===== src/timer16_pkg.sv =====
// package: register map, field positions and types for the 16-bit timer
package timer16_pkg;
  localparam logic [3:0] addr_control = 4'h0;
  localparam logic [3:0] addr_gate_control = 4'h4;
  localparam logic [3:0] addr_count = 4'h8;
  localparam logic [3:0] addr_status = 4'hc;
  localparam int src_msb = 7;
  localparam int src_lsb = 6;
  localparam int psc_msb = 5;
  localparam int psc_lsb = 4;
  localparam int osc_en_bit = 3;
  localparam int sync_dis_bit = 2;
  localparam int run_bit = 0;
  localparam int gate_en_bit = 7;
  localparam int toggle_bit = 5;
  localparam logic [7:0] control_reset = 8'h00;
  localparam logic [7:0] gate_reset = 8'h00;
  localparam logic [7:0] control_wmask = 8'hfd;
  localparam logic [7:0] gate_wmask = 8'ha0;
  localparam logic [15:0] count_reset = 16'h0000;
  localparam logic [1:0] div4_last = 2'h3;

  typedef enum logic [1:0] {
    src_instr = 2'b00,
    src_sys = 2'b01,
    src_pin = 2'b10,
    src_cap = 2'b11
  } clk_src_t;

  typedef struct packed {
    logic psel;
    logic penable;
    logic pwrite;
    logic [3:0] paddr;
    logic [31:0] pwdata;
  } apb_req_t;

  typedef struct packed {
    logic pready;
    logic [31:0] prdata;
    logic pslverr;
  } apb_rsp_t;

  typedef struct packed {
    logic [7:0] control_reg;
    logic [7:0] gate_reg;
    logic [15:0] count_reg;
    logic [1:0] div4_reg;
    logic [2:0] psc_reg;
    logic [1:0] pin_sync_reg;
    logic [1:0] xtal_sync_reg;
    logic [1:0] cap_sync_reg;
    logic [1:0] gate_sync_reg;
    logic pin_last_reg;
    logic xtal_last_reg;
    logic cap_last_reg;
    logic gate_last_reg;
    logic toggle_ff_reg;
    logic osc_enable_reg;
    apb_rsp_t rsp_reg;
  } state_t;
endpackage : timer16_pkg

===== src/timer16_control.sv =====
// 16-bit timer: clock select, prescale, sync, run and gate enable
`timescale 1ns/1ps
`default_nettype none
module timer16_control
  import timer16_pkg::*;
(
  // clock, reset, enable
  input wire logic mclk,
  input wire logic reset,
  input wire logic clk_en,
  // apb slave
  input wire timer16_pkg::apb_req_t apb_req,
  output var timer16_pkg::apb_rsp_t apb_rsp,
  // asynchronous count and gate sources
  input wire logic ext_count_clock_pin,
  input wire logic crystal_osc_clock,
  input wire logic cap_sense_oscillator,
  input wire logic gate_in,
  // to the oscillator and gate logic outside, plus the count value
  output logic lowpower_osc_enable,
  output logic gate_toggle_q,
  output logic [15:0] count_value
);
  import timer16_pkg::*;

  state_t s_reg;
  state_t s_next;

  logic [1:0] src;
  logic [1:0] psc_sel;
  logic run;
  logic sync_bypass;
  logic pin_edge;
  logic xtal_edge;
  logic cap_edge;
  logic gate_rise;
  logic gate_level;
  logic src_tick;
  logic psc_tick;
  logic gate_ok;
  logic count_inc;
  logic wr;
  logic rd;
  logic [31:0] rdata;
  logic known;

  always_comb begin
    s_next = s_reg;
    src = s_reg.control_reg[src_msb:src_lsb];
    psc_sel = s_reg.control_reg[psc_msb:psc_lsb];
    run = s_reg.control_reg[run_bit];
    sync_bypass = s_reg.control_reg[sync_dis_bit];
    wr = apb_req.psel && apb_req.penable && apb_req.pwrite;
    rd = apb_req.psel && apb_req.penable && !apb_req.pwrite;

    // two-stage synchronisers, second stage feeds edge logic and, for gate, the gate level
    s_next.pin_sync_reg = {s_reg.pin_sync_reg[0], ext_count_clock_pin};
    s_next.xtal_sync_reg = {s_reg.xtal_sync_reg[0], crystal_osc_clock};
    s_next.cap_sync_reg = {s_reg.cap_sync_reg[0], cap_sense_oscillator};
    s_next.gate_sync_reg = {s_reg.gate_sync_reg[0], gate_in};
    s_next.pin_last_reg = s_reg.pin_sync_reg[1];
    s_next.xtal_last_reg = s_reg.xtal_sync_reg[1];
    s_next.cap_last_reg = s_reg.cap_sync_reg[1];
    s_next.gate_last_reg = s_reg.gate_sync_reg[1];
    pin_edge = s_reg.pin_sync_reg[1] && !s_reg.pin_last_reg;
    xtal_edge = s_reg.xtal_sync_reg[1] && !s_reg.xtal_last_reg;
    cap_edge = s_reg.cap_sync_reg[1] && !s_reg.cap_last_reg;
    gate_rise = s_reg.gate_sync_reg[1] && !s_reg.gate_last_reg;

    // single clock domain: unsynchronised mode uses the same edge detect,
    // edge-history flop included; the two sync stages always stay
    s_next.div4_reg = s_reg.div4_reg + 2'h1;
    case (src)
      src_instr: src_tick = s_reg.div4_reg == div4_last;
      src_sys: src_tick = 1'b1;
      src_pin: begin
        if (s_reg.control_reg[osc_en_bit]) begin
          src_tick = xtal_edge;
        end else if (sync_bypass) begin
          src_tick = s_reg.pin_sync_reg[1] && !s_reg.pin_last_reg;
        end else begin
          src_tick = pin_edge;
        end
      end
      src_cap: src_tick = cap_edge;
      default: src_tick = 1'b0;
    endcase

    // prescaler: pulse on the wrap of the chosen low bits
    psc_tick = 1'b0;
    if (src_tick) begin
      s_next.psc_reg = s_reg.psc_reg + 3'h1;
      case (psc_sel)
        2'b00: psc_tick = 1'b1;
        2'b01: psc_tick = s_reg.psc_reg[0];
        2'b10: psc_tick = &s_reg.psc_reg[1:0];
        2'b11: psc_tick = &s_reg.psc_reg;
        default: psc_tick = 1'b0;
      endcase
    end
    if (!run) begin
      s_next.psc_reg = 3'h0;
    end

    // gate: toggle mode counts on the flop, else on the level
    if (!run || !s_reg.gate_reg[toggle_bit]) begin
      s_next.toggle_ff_reg = 1'b0;
    end else if (gate_rise) begin
      s_next.toggle_ff_reg = !s_reg.toggle_ff_reg;
    end
    gate_level = s_reg.gate_reg[toggle_bit] ? s_reg.toggle_ff_reg
                                              : s_reg.gate_sync_reg[1];
    gate_ok = !s_reg.gate_reg[gate_en_bit] || gate_level;
    count_inc = run && psc_tick && gate_ok;

    if (count_inc) begin
      s_next.count_reg = s_reg.count_reg + 16'h0001;
    end

    // apb: zero-wait answer, software write beats a count on collision
    s_next.rsp_reg.pready = apb_req.psel && !apb_req.penable;
    s_next.rsp_reg.pslverr = 1'b0;
    known = 1'b1;
    rdata = 32'h0000_0000;
    case (apb_req.paddr)
      addr_control: rdata = {24'h0, s_reg.control_reg & control_wmask};
      addr_gate_control: rdata = {24'h0, s_reg.gate_reg & gate_wmask};
      addr_count: rdata = {16'h0, s_reg.count_reg};
      addr_status: rdata = {30'h0, s_reg.toggle_ff_reg, gate_level};
      default: known = 1'b0;
    endcase
    if (apb_req.psel && !apb_req.penable) begin
      s_next.rsp_reg.prdata = rdata;
      s_next.rsp_reg.pslverr = !known;
    end
    if (rd || (wr && s_reg.rsp_reg.pready)) begin
      s_next.rsp_reg.pready = 1'b0;
    end
    if (wr && s_reg.rsp_reg.pready) begin
      case (apb_req.paddr)
        addr_control:
          s_next.control_reg = apb_req.pwdata[7:0] & control_wmask;
        addr_gate_control:
          s_next.gate_reg = apb_req.pwdata[7:0] & gate_wmask;
        addr_count: s_next.count_reg = apb_req.pwdata[15:0];
        default: s_next.count_reg = s_next.count_reg;
      endcase
    end
    s_next.osc_enable_reg = s_next.control_reg[osc_en_bit];
  end

  // reset stands for power-on/brown-out; no other reset exists here
  always_ff @(posedge mclk) begin
    if (reset) begin
      s_reg <= '0;
      s_reg.control_reg <= control_reset;
      s_reg.gate_reg <= gate_reset;
      s_reg.count_reg <= count_reset;
    end else if (clk_en) begin
      s_reg <= s_next;
    end
  end

  assign apb_rsp = s_reg.rsp_reg;
  assign lowpower_osc_enable = s_reg.osc_enable_reg;
  assign gate_toggle_q = s_reg.toggle_ff_reg;
  assign count_value = s_reg.count_reg;
endmodule : timer16_control
`default_nettype wire


===== config.mk =====
export PLATFORM = sky130hd
export DESIGN_NAME = timer16_control
export DESIGN_NICKNAME = d
export VERILOG_FILES = /design/src/timer16_pkg.sv /design/src/timer16_control.sv
export SDC_FILE = /design/constraint.sdc
export NUM_CORES = 1
export LEC_CHECK = 0
export BUFFER_PORTS_ARGS = -buffer_cell sky130_fd_sc_hd__buf_2
export CAP_MARGIN = 30
export CELL_PAD_IN_SITES_DETAIL_PLACEMENT = 1
export CELL_PAD_IN_SITES_GLOBAL_PLACEMENT = 2
export CORE_ASPECT_RATIO = 1.4
export CORE_MARGIN = 2
export CORE_UTILIZATION = 27
export CTS_CLUSTER_SIZE = 40
export DETAILED_ROUTE_END_ITERATION = 6
export PLACE_DENSITY = 0.87
export SYNTH_ARGS = -nofsm -noshare
export SYNTH_HDL_FRONTEND = slang
export SYNTH_SLANG_ARGS = --single-unit
export TNS_END_PERCENT = 30

===== constraint.sdc =====
create_clock -name mclk -period 1.9 [get_ports mclk]
set_input_delay 0.095 -clock mclk [delete_from_list [all_inputs] [get_ports mclk]]
set_output_delay 0.095 -clock mclk [all_outputs]
set_load 0.01 [all_outputs]

==> out/results.ini, run 1 <==
[status]
status = finished, violations left
violations = setup timing

[logic_synthesis]
yosys.area_share.xor_xnor_pct = 0.260
synthTopCellsByCount = dfxtp_1 (61), nor2_1 (58), buf_4 (50)
synth_cell_types = 49
synth_cells = 392
synth_edf_count = 0
synth_mux_area_share_pct = 10.3
synth_ff_type = dfxtp_1
synth_seq_cells = 61
netlist.area_leader.share_pct = 36.3
synth_compound_area_share_pct = 17.3
yosysMostFrequentCell = dfxtp_1
yosysTopAreaCell = dfxtp_1
ys_top_cells_by_area = dfxtp_1 (36%), buf_4 (11%), mux2i_1 (8.9%)
seq_area_frac_synth_pct = 36.3
synthesis.area_um2 = 3360
synth_top_family_by_area = simple AND/OR/NAND/NOR gates
yosys.area_share.adder_pct = 1.49
synthSimpleGateAreaFrac_pct = 19.9
async_reset_ff_share_pct = 0
synth_area_per_cell_um2 = 8.58
ys_warn_count = 0

[timing]
period_minus_slack_ns = 2.09
final-setup-viol-count = 12
final-hold-violation-count = 0
report.final.slew_viol_count = 0
setup_ws_ns = -0.191
rsz0062_at_grt = true
hold_slack_ns = 0.00378
maxSlewHeadroom_pct = 44.6
fmaxAchievable_mhz = 478
fin_skew_ns = 0.00613
period_share_pct = 110
worst_pin_slew_ns = 0.831

[layout]
fin_nets = 499
largest_register_ffs = 18
post-route-util_pct = 33.5
antenna-diode-count = 0
final_layout_size_suffix_gt1_share_pct = 30.8
fillers = 1486
area_growth_syn_to_layout_pct = 22.1

[detailed_routing]
drtIter0Drc = 118
via_per_inst = 5.29
totalWireLength_um = 10500
drc_errors = 0
vias = 3185
post_drt_wl_per_cell_um = 17.5
dr.pass1.iters = 4
ant_nets = 0

[setup_path]
worst-path-max-fanout = 6
crit_required_ns = 2.14
regToRegStartpoint = s_reg[49]
r2r_slack_ns = -0.19
cp-start-kind = register
crit_type = register to register
arrival_ns = 2.33
slowest_delay_ns = 0.54
cp.buffers_inverters = 1
critPathCaptureType = register
crit_chain = ha_4 > ha_4 > mux2i_2 > a211oi_2 > buf_4 > o211ai_1 > or4_1 > a31oi_1
critPathTopFamily = compound AO/OA/AOI/OAI gates
crit_slowest_cell = or4_1
reg2reg_depth = 8
r2r-end = count_value[3]
path_common_cell = ha_4

[pwr]
leakagePower_nw = 1.79
power_density_nw_per_um2 = 730
ir_drop_mv = 0.343

[floorplan]
dieArea_um2 = 13400
die-height_um = 136
initial_utilization_pct = 27.5
ios = 98
num_rows = 48
die_w_um = 98.3
coreArea_um2 = 12300

[grt]
track_usage_pct = 16.1
overflow = 0
grt_pass1_vias = 3381
grt_pass1_wl_um = 17100
antenna_found_initial = 0
grt_max_degree = 40

[min_path]
hold_path.class = primary input to register
holdPathEnd = s_next[47]
hold_path_depth = 3
hp-start = ext_count_clock_pin

[clocking]
htreeDepth = 3
cts_tree = done
clock-sinks = 61
path_clk_slew_ns = 0.05
clockBufferDepth = 2
cts-root-buf = clkbuf_16
cts_buffers = 9
clkLatencyLatePin_ns = 0.33

[placed_design]
gp_congestion = 0.797
dp_hpwl_um = 7630
port_buffers = 65

[job]
maxCapViolCount = 0

[layout by cell type (no fill, tap or decap), types with 7 or more instances in the layout]
cell type / count
a21oi_1: 14
a22oi_1: 15
a31oi_1: 13
and3_1: 12
buf_2: 65
buf_4: 39
clkbuf_16: 9
conb_1: 16
dfxtp_1: 58
mux2i_1: 29
nand2_1: 14
nand3_1: 8
nand4_1: 7
nor2_1: 58
[where the power goes]
part           leakage (nW)  switching (W)  total [W]  internal [W]
clock                 0.134       0.000558    0.00149      0.000933
sequential            0.494     0.00000990    0.00131       0.00130
combinational          1.16       0.000126   0.000201     0.0000751
total                  1.79       0.000694    0.00300       0.00231
[worst register-to-register path, cell delays in order, from the launching register on]
cell and delay [ns]:
dfxtp_2 0.35, ha_4 0.15, ha_4 0.12, mux2i_2 0.07
a211oi_2 0.24, buf_4 0.17, o211ai_1 0.18, or4_1 0.54
a31oi_1 0.19
[repair_timing]
action | CTS | global route
setup buffers | 5 | 0
hold endpoints to repair | 0 | 0
pin swaps | 9 | 6
gates cloned | 0 | 0
setup endpoints to repair | 15 | 16
gates resized for setup | 12 | 3
hold buffers | 0 | 0
[layout make-up]
class | count | area (µm²) | share of cell area [%]
inverters | 3 | 11.3 | 0.274
flip-flops and latches | 61 | 1220 | 29.8
repair buffers | 106 | 649 | 15.8
clock buffers | 12 | 256 | 6.24
multi-input cells | 268 | 1770 | 43.1
well taps | 150 | 188 | 4.57
clock inverters | 2 | 10.0 | 0.244
[kinds of logic (layout without fill, tap and decap cells)]
| family | Yosys count | after routing |
|---|---|---|
| xor+xnor | 1 | 1 |
| mux | 34 | 34 |
| flops | 61 | 61 |
| buf+inv | 78 | 123 |
| fa+ha+maj | 4 | 4 |
| compound gates | 82 | 82 |
| other cells | 1 | 16 |
| simple gates | 131 | 131 |
[how the worst max path moves through the flow]
stage | start | endpoint | slack (ns) | cells past startpoint
2_1_floorplan | s_reg[48] | count_value[13] | -0.01 | 8
3_3_place_gp | s_reg[49] | count_value[3] | -0.11 | 8
3_5_place_dp | s_reg[49] | count_value[14] | -0.20 | 8
4_1_cts | s_reg[49] | count_value[3] | -0.15 | 8
5_1_grt | s_reg[49] | count_value[6] | -0.31 | 10
6_report | s_reg[49] | count_value[3] | -0.19 | 8
[metal layers]
layer	vias to the layer above	GRT usage [%]	wire, µm	share of wire [%]
met1	1580	17.3	4120	39
met4	0	8.37	361	3.4
met3	22	3.29	539	5.1
met2	103	29.3	5510	52
li1	1480	-	-	-
met5	-	0	0	0
[metrics by stage]
step	setup WS (ns)	total power, W	cells	instance area, µm²	TNS, ns
2_1_floorplan	-0.0143	0.00147	407	3420	-0.0285
3_3_place_gp	-0.111	0.00153	583	3750	-0.358
3_5_place_dp	-0.203	0.00153	583	3750	-1.20
4_1_cts	-0.147	0.00304	602	4100	-0.857
5_1_grt	-0.311	0.00311	602	4110	-2.86
6_report	-0.191	0.00300	602	4110	-1.02
(Power assumes the default switching activity.)
==> inputs of run 2 (changes only) <==
--- a/config.mk
+++ b/config.mk
@@ -9,7 +9,7 @@
 export CAP_MARGIN = 30
 export CELL_PAD_IN_SITES_DETAIL_PLACEMENT = 1
 export CELL_PAD_IN_SITES_GLOBAL_PLACEMENT = 2
-export CORE_ASPECT_RATIO = 1.4
+export CORE_ASPECT_RATIO = 1.5
 export CORE_MARGIN = 2
 export CORE_UTILIZATION = 27
 export CTS_CLUSTER_SIZE = 40
==> run 2 against run 1 <==
Flip-flop and latch count unchanged. Clock skew up 0.0011 ns. The run still ends with setup timing left. Combinational power increased by 4%. Cell count grew 2.3%. Hold slack better by 0.0025 ns. First-iteration DRC count did not move.
==> out/results.ini, run 2 (same netlist as run 1, synthesis figures left out) <==
[detailed_routing]
post_drt_wl_per_cell_um = 17.8
drc_errors = 0
ant_nets = 0
via_per_inst = 5.20
vias = 3202
totalWireLength_um = 11000
drtIter0Drc = 118
dr.pass1.iters = 4

[grt]
grt_pass1_vias = 3309
grt_pass1_wl_um = 17000
grt_max_degree = 37
track_usage_pct = 16.7
overflow = 0
antenna_found_initial = 0

[job]
maxCapViolCount = 0

[clocking]
htreeDepth = 3
cts-root-buf = clkbuf_16
clockBufferDepth = 2
clkLatencyLatePin_ns = 0.34
path_clk_slew_ns = 0.06
clock-sinks = 61
cts_tree = done
cts_buffers = 9

[floorplan]
die-height_um = 141
die_w_um = 95.1
coreArea_um2 = 12100
dieArea_um2 = 13400
ios = 98
num_rows = 49
initial_utilization_pct = 27.9

[layout]
final_cell_mix = buf_2 (65), dfxtp_1 (59), nor2_1 (58)
layout_commonest_cell = buf_2
fillers = 1444
multi_input_area_um2 = 1820
area_growth_syn_to_layout_pct = 29.1
fin_nets = 508
final_layout_size_suffix_gt1_share_pct = 32.8
largest_register_ffs = 18
seq_area_um2 = 1220
post-route-util_pct = 36.0
fin_area_um2 = 4340
antenna-diode-count = 0

[pwr]
power_density_nw_per_um2 = 804
leakagePower_nw = 1.88
ir_drop_mv = 0.497

[setup_path]
worst-path-max-fanout = 8
critPathLaunch = s_reg[49]
slowest_delay_ns = 0.50
regToRegStartpoint = s_reg[49]
cp-endpoint = count_value[14]
r2r_slack_ns = -0.24
crit_required_ns = 2.15
reg2reg_depth = 8
arrival_ns = 2.39
crit_chain = ha_4 > ha_4 > mux2i_1 > a211oi_2 > o211ai_1 > buf_4 > or4b_1 > a31oi_1
critPathCaptureType = register
crit_type = register to register
r2r-end = count_value[14]
crit_slowest_cell = or4b_1
cp-start-kind = register
path_common_cell = ha_4

[placed_design]
port_buffers = 65
post-place-ws_ns = -0.267
gp_congestion = 0.808
dp_hpwl_um = 7850
dpl_cell_area_um2 = 3780

[status]
violations = setup timing
status = finished, violations left

[timing]
maxSlewHeadroom_pct = 60.9
final-hold-violation-count = 0
report.final.slew_viol_count = 0
period_minus_slack_ns = 2.14
setup_ws_ns = -0.237
final-setup-viol-count = 14
fin_skew_ns = 0.00721
fmaxAchievable_mhz = 468
rsz0062_at_grt = true
period_share_pct = 112
worst_pin_slew_ns = 0.586

[min_path]
hold_path.class = primary input to register

-- run 2: changes by cell type in the layout (fill, tap and decap cells not counted), sizes merged --
cell and delta:
clkbuf -1, buf +6, dlygate4sd3 +3, clkinv -1, clkinvlp +1, bufinv +3
-- run 2: how the worst min path moves through the flow --
stage / slack (ns) / endpoint / startpoint / cells after the start
CTS: 0.002 / s_next[43] / cap_sense_oscillator / 3
detailed placement: 0.34 / s_next[47] / ext_count_clock_pin / 3
global route: 0.02 / s_next[43] / cap_sense_oscillator / 3
global placement: 0.33 / s_next[47] / ext_count_clock_pin / 3
floorplan: 0.24 / psc_sel[0] / apb_req[4] / 2
finish: 0.006 / s_next[43] / cap_sense_oscillator / 3
-- run 2: layer usage --
metal / share of wire, % / global-route usage (%) / vias up
met3: 4.8 / 4.86 / 37
li1: - / - / 1501
met1: 37 / 17.0 / 1560
met2: 53 / 29.0 / 104
met5: 0 / 0 / -
met4: 5.3 / 10.6 / 0
-- run 2: timing repair --
action,4_1_cts,5_1_grt
pin swaps,13,6
hold buffers,3,0
resized for setup,7,12
endpoints found under the setup margin,14,19
hold endpoints to repair,3,0
setup buffers,6,3
-- run 2: metrics by stage --
stage                     hold WS [ns]  total power, W  TNS, ns  std cells
after floorplan                  0.239         0.00147  -0.0285        407
after global placement           0.333         0.00152   -0.669        588
after detailed placement         0.342         0.00153    -2.26        588
after CTS                      0.00205         0.00352    -1.28        613
after global routing            0.0168         0.00360    -2.98        616
final                          0.00630         0.00349    -1.74        616
-- run 2: power breakdown --
| part | leakage, nW | total (W) | internal (W) | switching (W) |
|---|---|---|---|---|
| registers | 0.494 | 0.00131 | 0.00130 | 0.0000100 |
| logic | 1.21 | 0.000209 | 0.0000785 | 0.000131 |
| clock network | 0.172 | 0.00198 | 0.00135 | 0.000623 |
-- run 2: critical path: cells and delay by family, from the launching register on --
kind,cells,cell delay (ns)
buffers and inverters,1,0.19
adder cells (fa/ha/maj),2,0.27
AND/OR/NAND/NOR,1,0.50
flip-flops,1,0.36
multiplexers,1,0.07
AO/OA/AOI/OAI,3,0.64
-- run 2: area by class of cell --
class                      instances  area share (%)
inverter                           3           0.259
timing repair buffer             115            17.0
clock buffer                      11            5.82
tap                              153            4.41
multi-input combinational        268            41.9
clock inverter                     5            2.45
sequential                        61            28.2
==> inputs of run 3 (changes only) <==
--- a/config.mk
+++ b/config.mk
@@ -5,16 +5,16 @@
 export SDC_FILE = /design/constraint.sdc
 export NUM_CORES = 1
 export LEC_CHECK = 0
-export BUFFER_PORTS_ARGS = -buffer_cell sky130_fd_sc_hd__buf_2
 export CAP_MARGIN = 30
 export CELL_PAD_IN_SITES_DETAIL_PLACEMENT = 1
 export CELL_PAD_IN_SITES_GLOBAL_PLACEMENT = 2
 export CORE_ASPECT_RATIO = 1.5
 export CORE_MARGIN = 2
-export CORE_UTILIZATION = 27
+export CORE_UTILIZATION = 33
 export CTS_CLUSTER_SIZE = 40
 export DETAILED_ROUTE_END_ITERATION = 6
-export PLACE_DENSITY = 0.87
+export DONT_BUFFER_PORTS = 1
+export PLACE_DENSITY = 0.86
 export SYNTH_ARGS = -nofsm -noshare
 export SYNTH_HDL_FRONTEND = slang
 export SYNTH_SLANG_ARGS = --single-unit
==> run 3 against run 2 <==
The run still ends with setup timing left. Via count shrank 8.0%. Worst setup slack improved by 0.0040 ns. Clock power decreased by 6%. Die area shrank 18%. First-iteration DRC count rose by 38%. Count of clock-buffer cells in the layout is 2 higher. Largest cell class unchanged.
==> out/results.ini, run 3 (same netlist as run 1, synthesis figures left out) <==
[clocking]
cts_tree = done
htreeDepth = 3
clock-sinks = 61
cts_buffers = 9
clkLatencyLatePin_ns = 0.33
cts-root-buf = clkbuf_16
clockBufferDepth = 2
path_clk_slew_ns = 0.05

[setup_path]
crit_slowest_cell = or4_1
critPathCaptureType = register
reg2reg_depth = 9
critPathTopFamily = compound AO/OA/AOI/OAI gates
cp.depth = 9
slowest_delay_ns = 0.49
cp.buffers_inverters = 2
arrival_ns = 2.39
cp-start-kind = register
crit_chain = ha_4 > ha_4 > mux2i_2 > a211oi_2 > buf_4 > buf_4 > o2111ai_4 > or4_1 > a31oi_1
crit_required_ns = 2.16
crit_type = register to register
worst-path-max-fanout = 3

[status]
status = finished, violations left
violations = setup timing

[floorplan]
dieArea_um2 = 11000
die_w_um = 86.4
die-height_um = 128
num_rows = 45
coreArea_um2 = 10000
ios = 98
initial_utilization_pct = 33.6

[layout]
fin_nets = 456
final_layout_size_suffix_gt1_share_pct = 20.4
fillers = 1172
post-route-util_pct = 40.8
largest_register_ffs = 18
antenna-diode-count = 0
area_growth_syn_to_layout_pct = 21.5
fin_area_um2 = 4090
final_cell_mix = nor2_1 (58), dfxtp_1 (58), buf_4 (40)

[placed_design]
dp_hpwl_um = 7220
post-place-ws_ns = -0.251
gp_congestion = 0.801
dpl_cell_area_um2 = 3420
port_buffers = 0

[pwr]
leakagePower_nw = 1.65
power_frac_seq_pct = 39.1
switching_share_pct = 20.5
power_density_nw_per_um2 = 817
clockPowerShare_pct = 56.0
internal-power_w = 0.00266
p_sw_w = 0.000685
ir_drop_mv = 0.403
p_comb_share_pct = 4.9

[grt]
grtUsageMet3_pct = 4.64
track_usage_pct = 19.8
antenna_found_initial = 0
use_met1_pct = 19.7
overflow = 0
grt_max_degree = 54
top_usage_layer = met2
use_met2_pct = 37.1
grt_pass1_vias = 3188
grt_pass1_wl_um = 16700

[detailed_routing]
ant_nets = 0
post_drt_wl_per_cell_um = 20.2
dr.pass1.iters = 4
vias = 2945
via_per_inst = 5.58
totalWireLength_um = 10700
drtIter0Drc = 163
drc_errors = 0

[timing]
rsz0062_at_grt = true
hold_slack_ns = 0.0283
fin_skew_ns = 0.00637
report.final.slew_viol_count = 0
fin_tns_setup_ns = -1.75
setup_ws_ns = -0.233
period_minus_slack_ns = 2.13
worst_pin_slew_ns = 0.672
maxSlewHeadroom_pct = 55.1
period_share_pct = 112
fmaxAchievable_mhz = 469
final-hold-violation-count = 0
final-setup-viol-count = 14

[min_path]
hold_path.class = primary input to register
hold_path_depth = 3

[job]
maxCapViolCount = 0

-- run 3: cell type report --
cell class,instances,area [µm²],share of cell area [%]
Tap cell,117,146,3.58
Multi-Input combinational cell,268,1800,44.0
Clock inverter,3,65.1,1.59
Inverter,3,11.3,0.275
Sequential cell,61,1220,30.0
Timing Repair Buffer,63,562,13.7
Clock buffer,13,280,6.85
-- run 3: worst reg2reg max path, delay by kind of cell, from the launching register on --
| kind | cells | cell delay (ns) |
|---|---|---|
| AOI/OAI and AO/OA | 3 | 0.57 |
| adders and majority gates | 2 | 0.29 |
| buffers and inverters | 2 | 0.28 |
| DFF | 1 | 0.35 |
| muxes | 1 | 0.07 |
| and+or+nand+nor | 1 | 0.49 |
-- run 3: final timing paths --
| kind | endpoint | from | slack [ns] |
|---|---|---|---|
| hold / removal | count_value[4] | apb_req[4] | 0.03 |
| setup reg to reg | count_value[2] | s_reg[49] | -0.23 |
| setup / recovery | count_value[2] | s_reg[49] | -0.23 |
| hold reg to reg | s_next[37] | s_next[43] | 0.51 |
-- run 3: metal layers --
layer	wire (µm)	vias up
met5	0	-
met4	355	0
met3	487	24
met2	5880	73
met1	3940	1461
li1	-	1387
-- run 3: timing repair --
action	in CTS	in global routing
hold endpoints to repair	61	0
hold buffers	19	0
endpoints found under the setup margin	13	19
gates resized for setup	11	8
pin swaps	11	5
buffers inserted	3	2
-- run 3: power groups by stage --
stage	Clock (W)	Sequential (W)	Combinational (W)
4_1_cts	0.00191	0.00131	0.000163
3_3_place_gp	0	0.00133	0.000100
2_1_floorplan	0	0.00133	0.000142
6_report	0.00187	0.00131	0.000165
5_1_grt	0.00197	0.00131	0.000179
3_5_place_dp	0	0.00133	0.000104
-- run 3: metrics by stage --
step / cells / power [W]
after floorplan: 407 / 0.00147
after global placement: 489 / 0.00143
after detailed placement: 489 / 0.00144
after CTS: 527 / 0.00338
after global routing: 528 / 0.00346
final: 528 / 0.00334
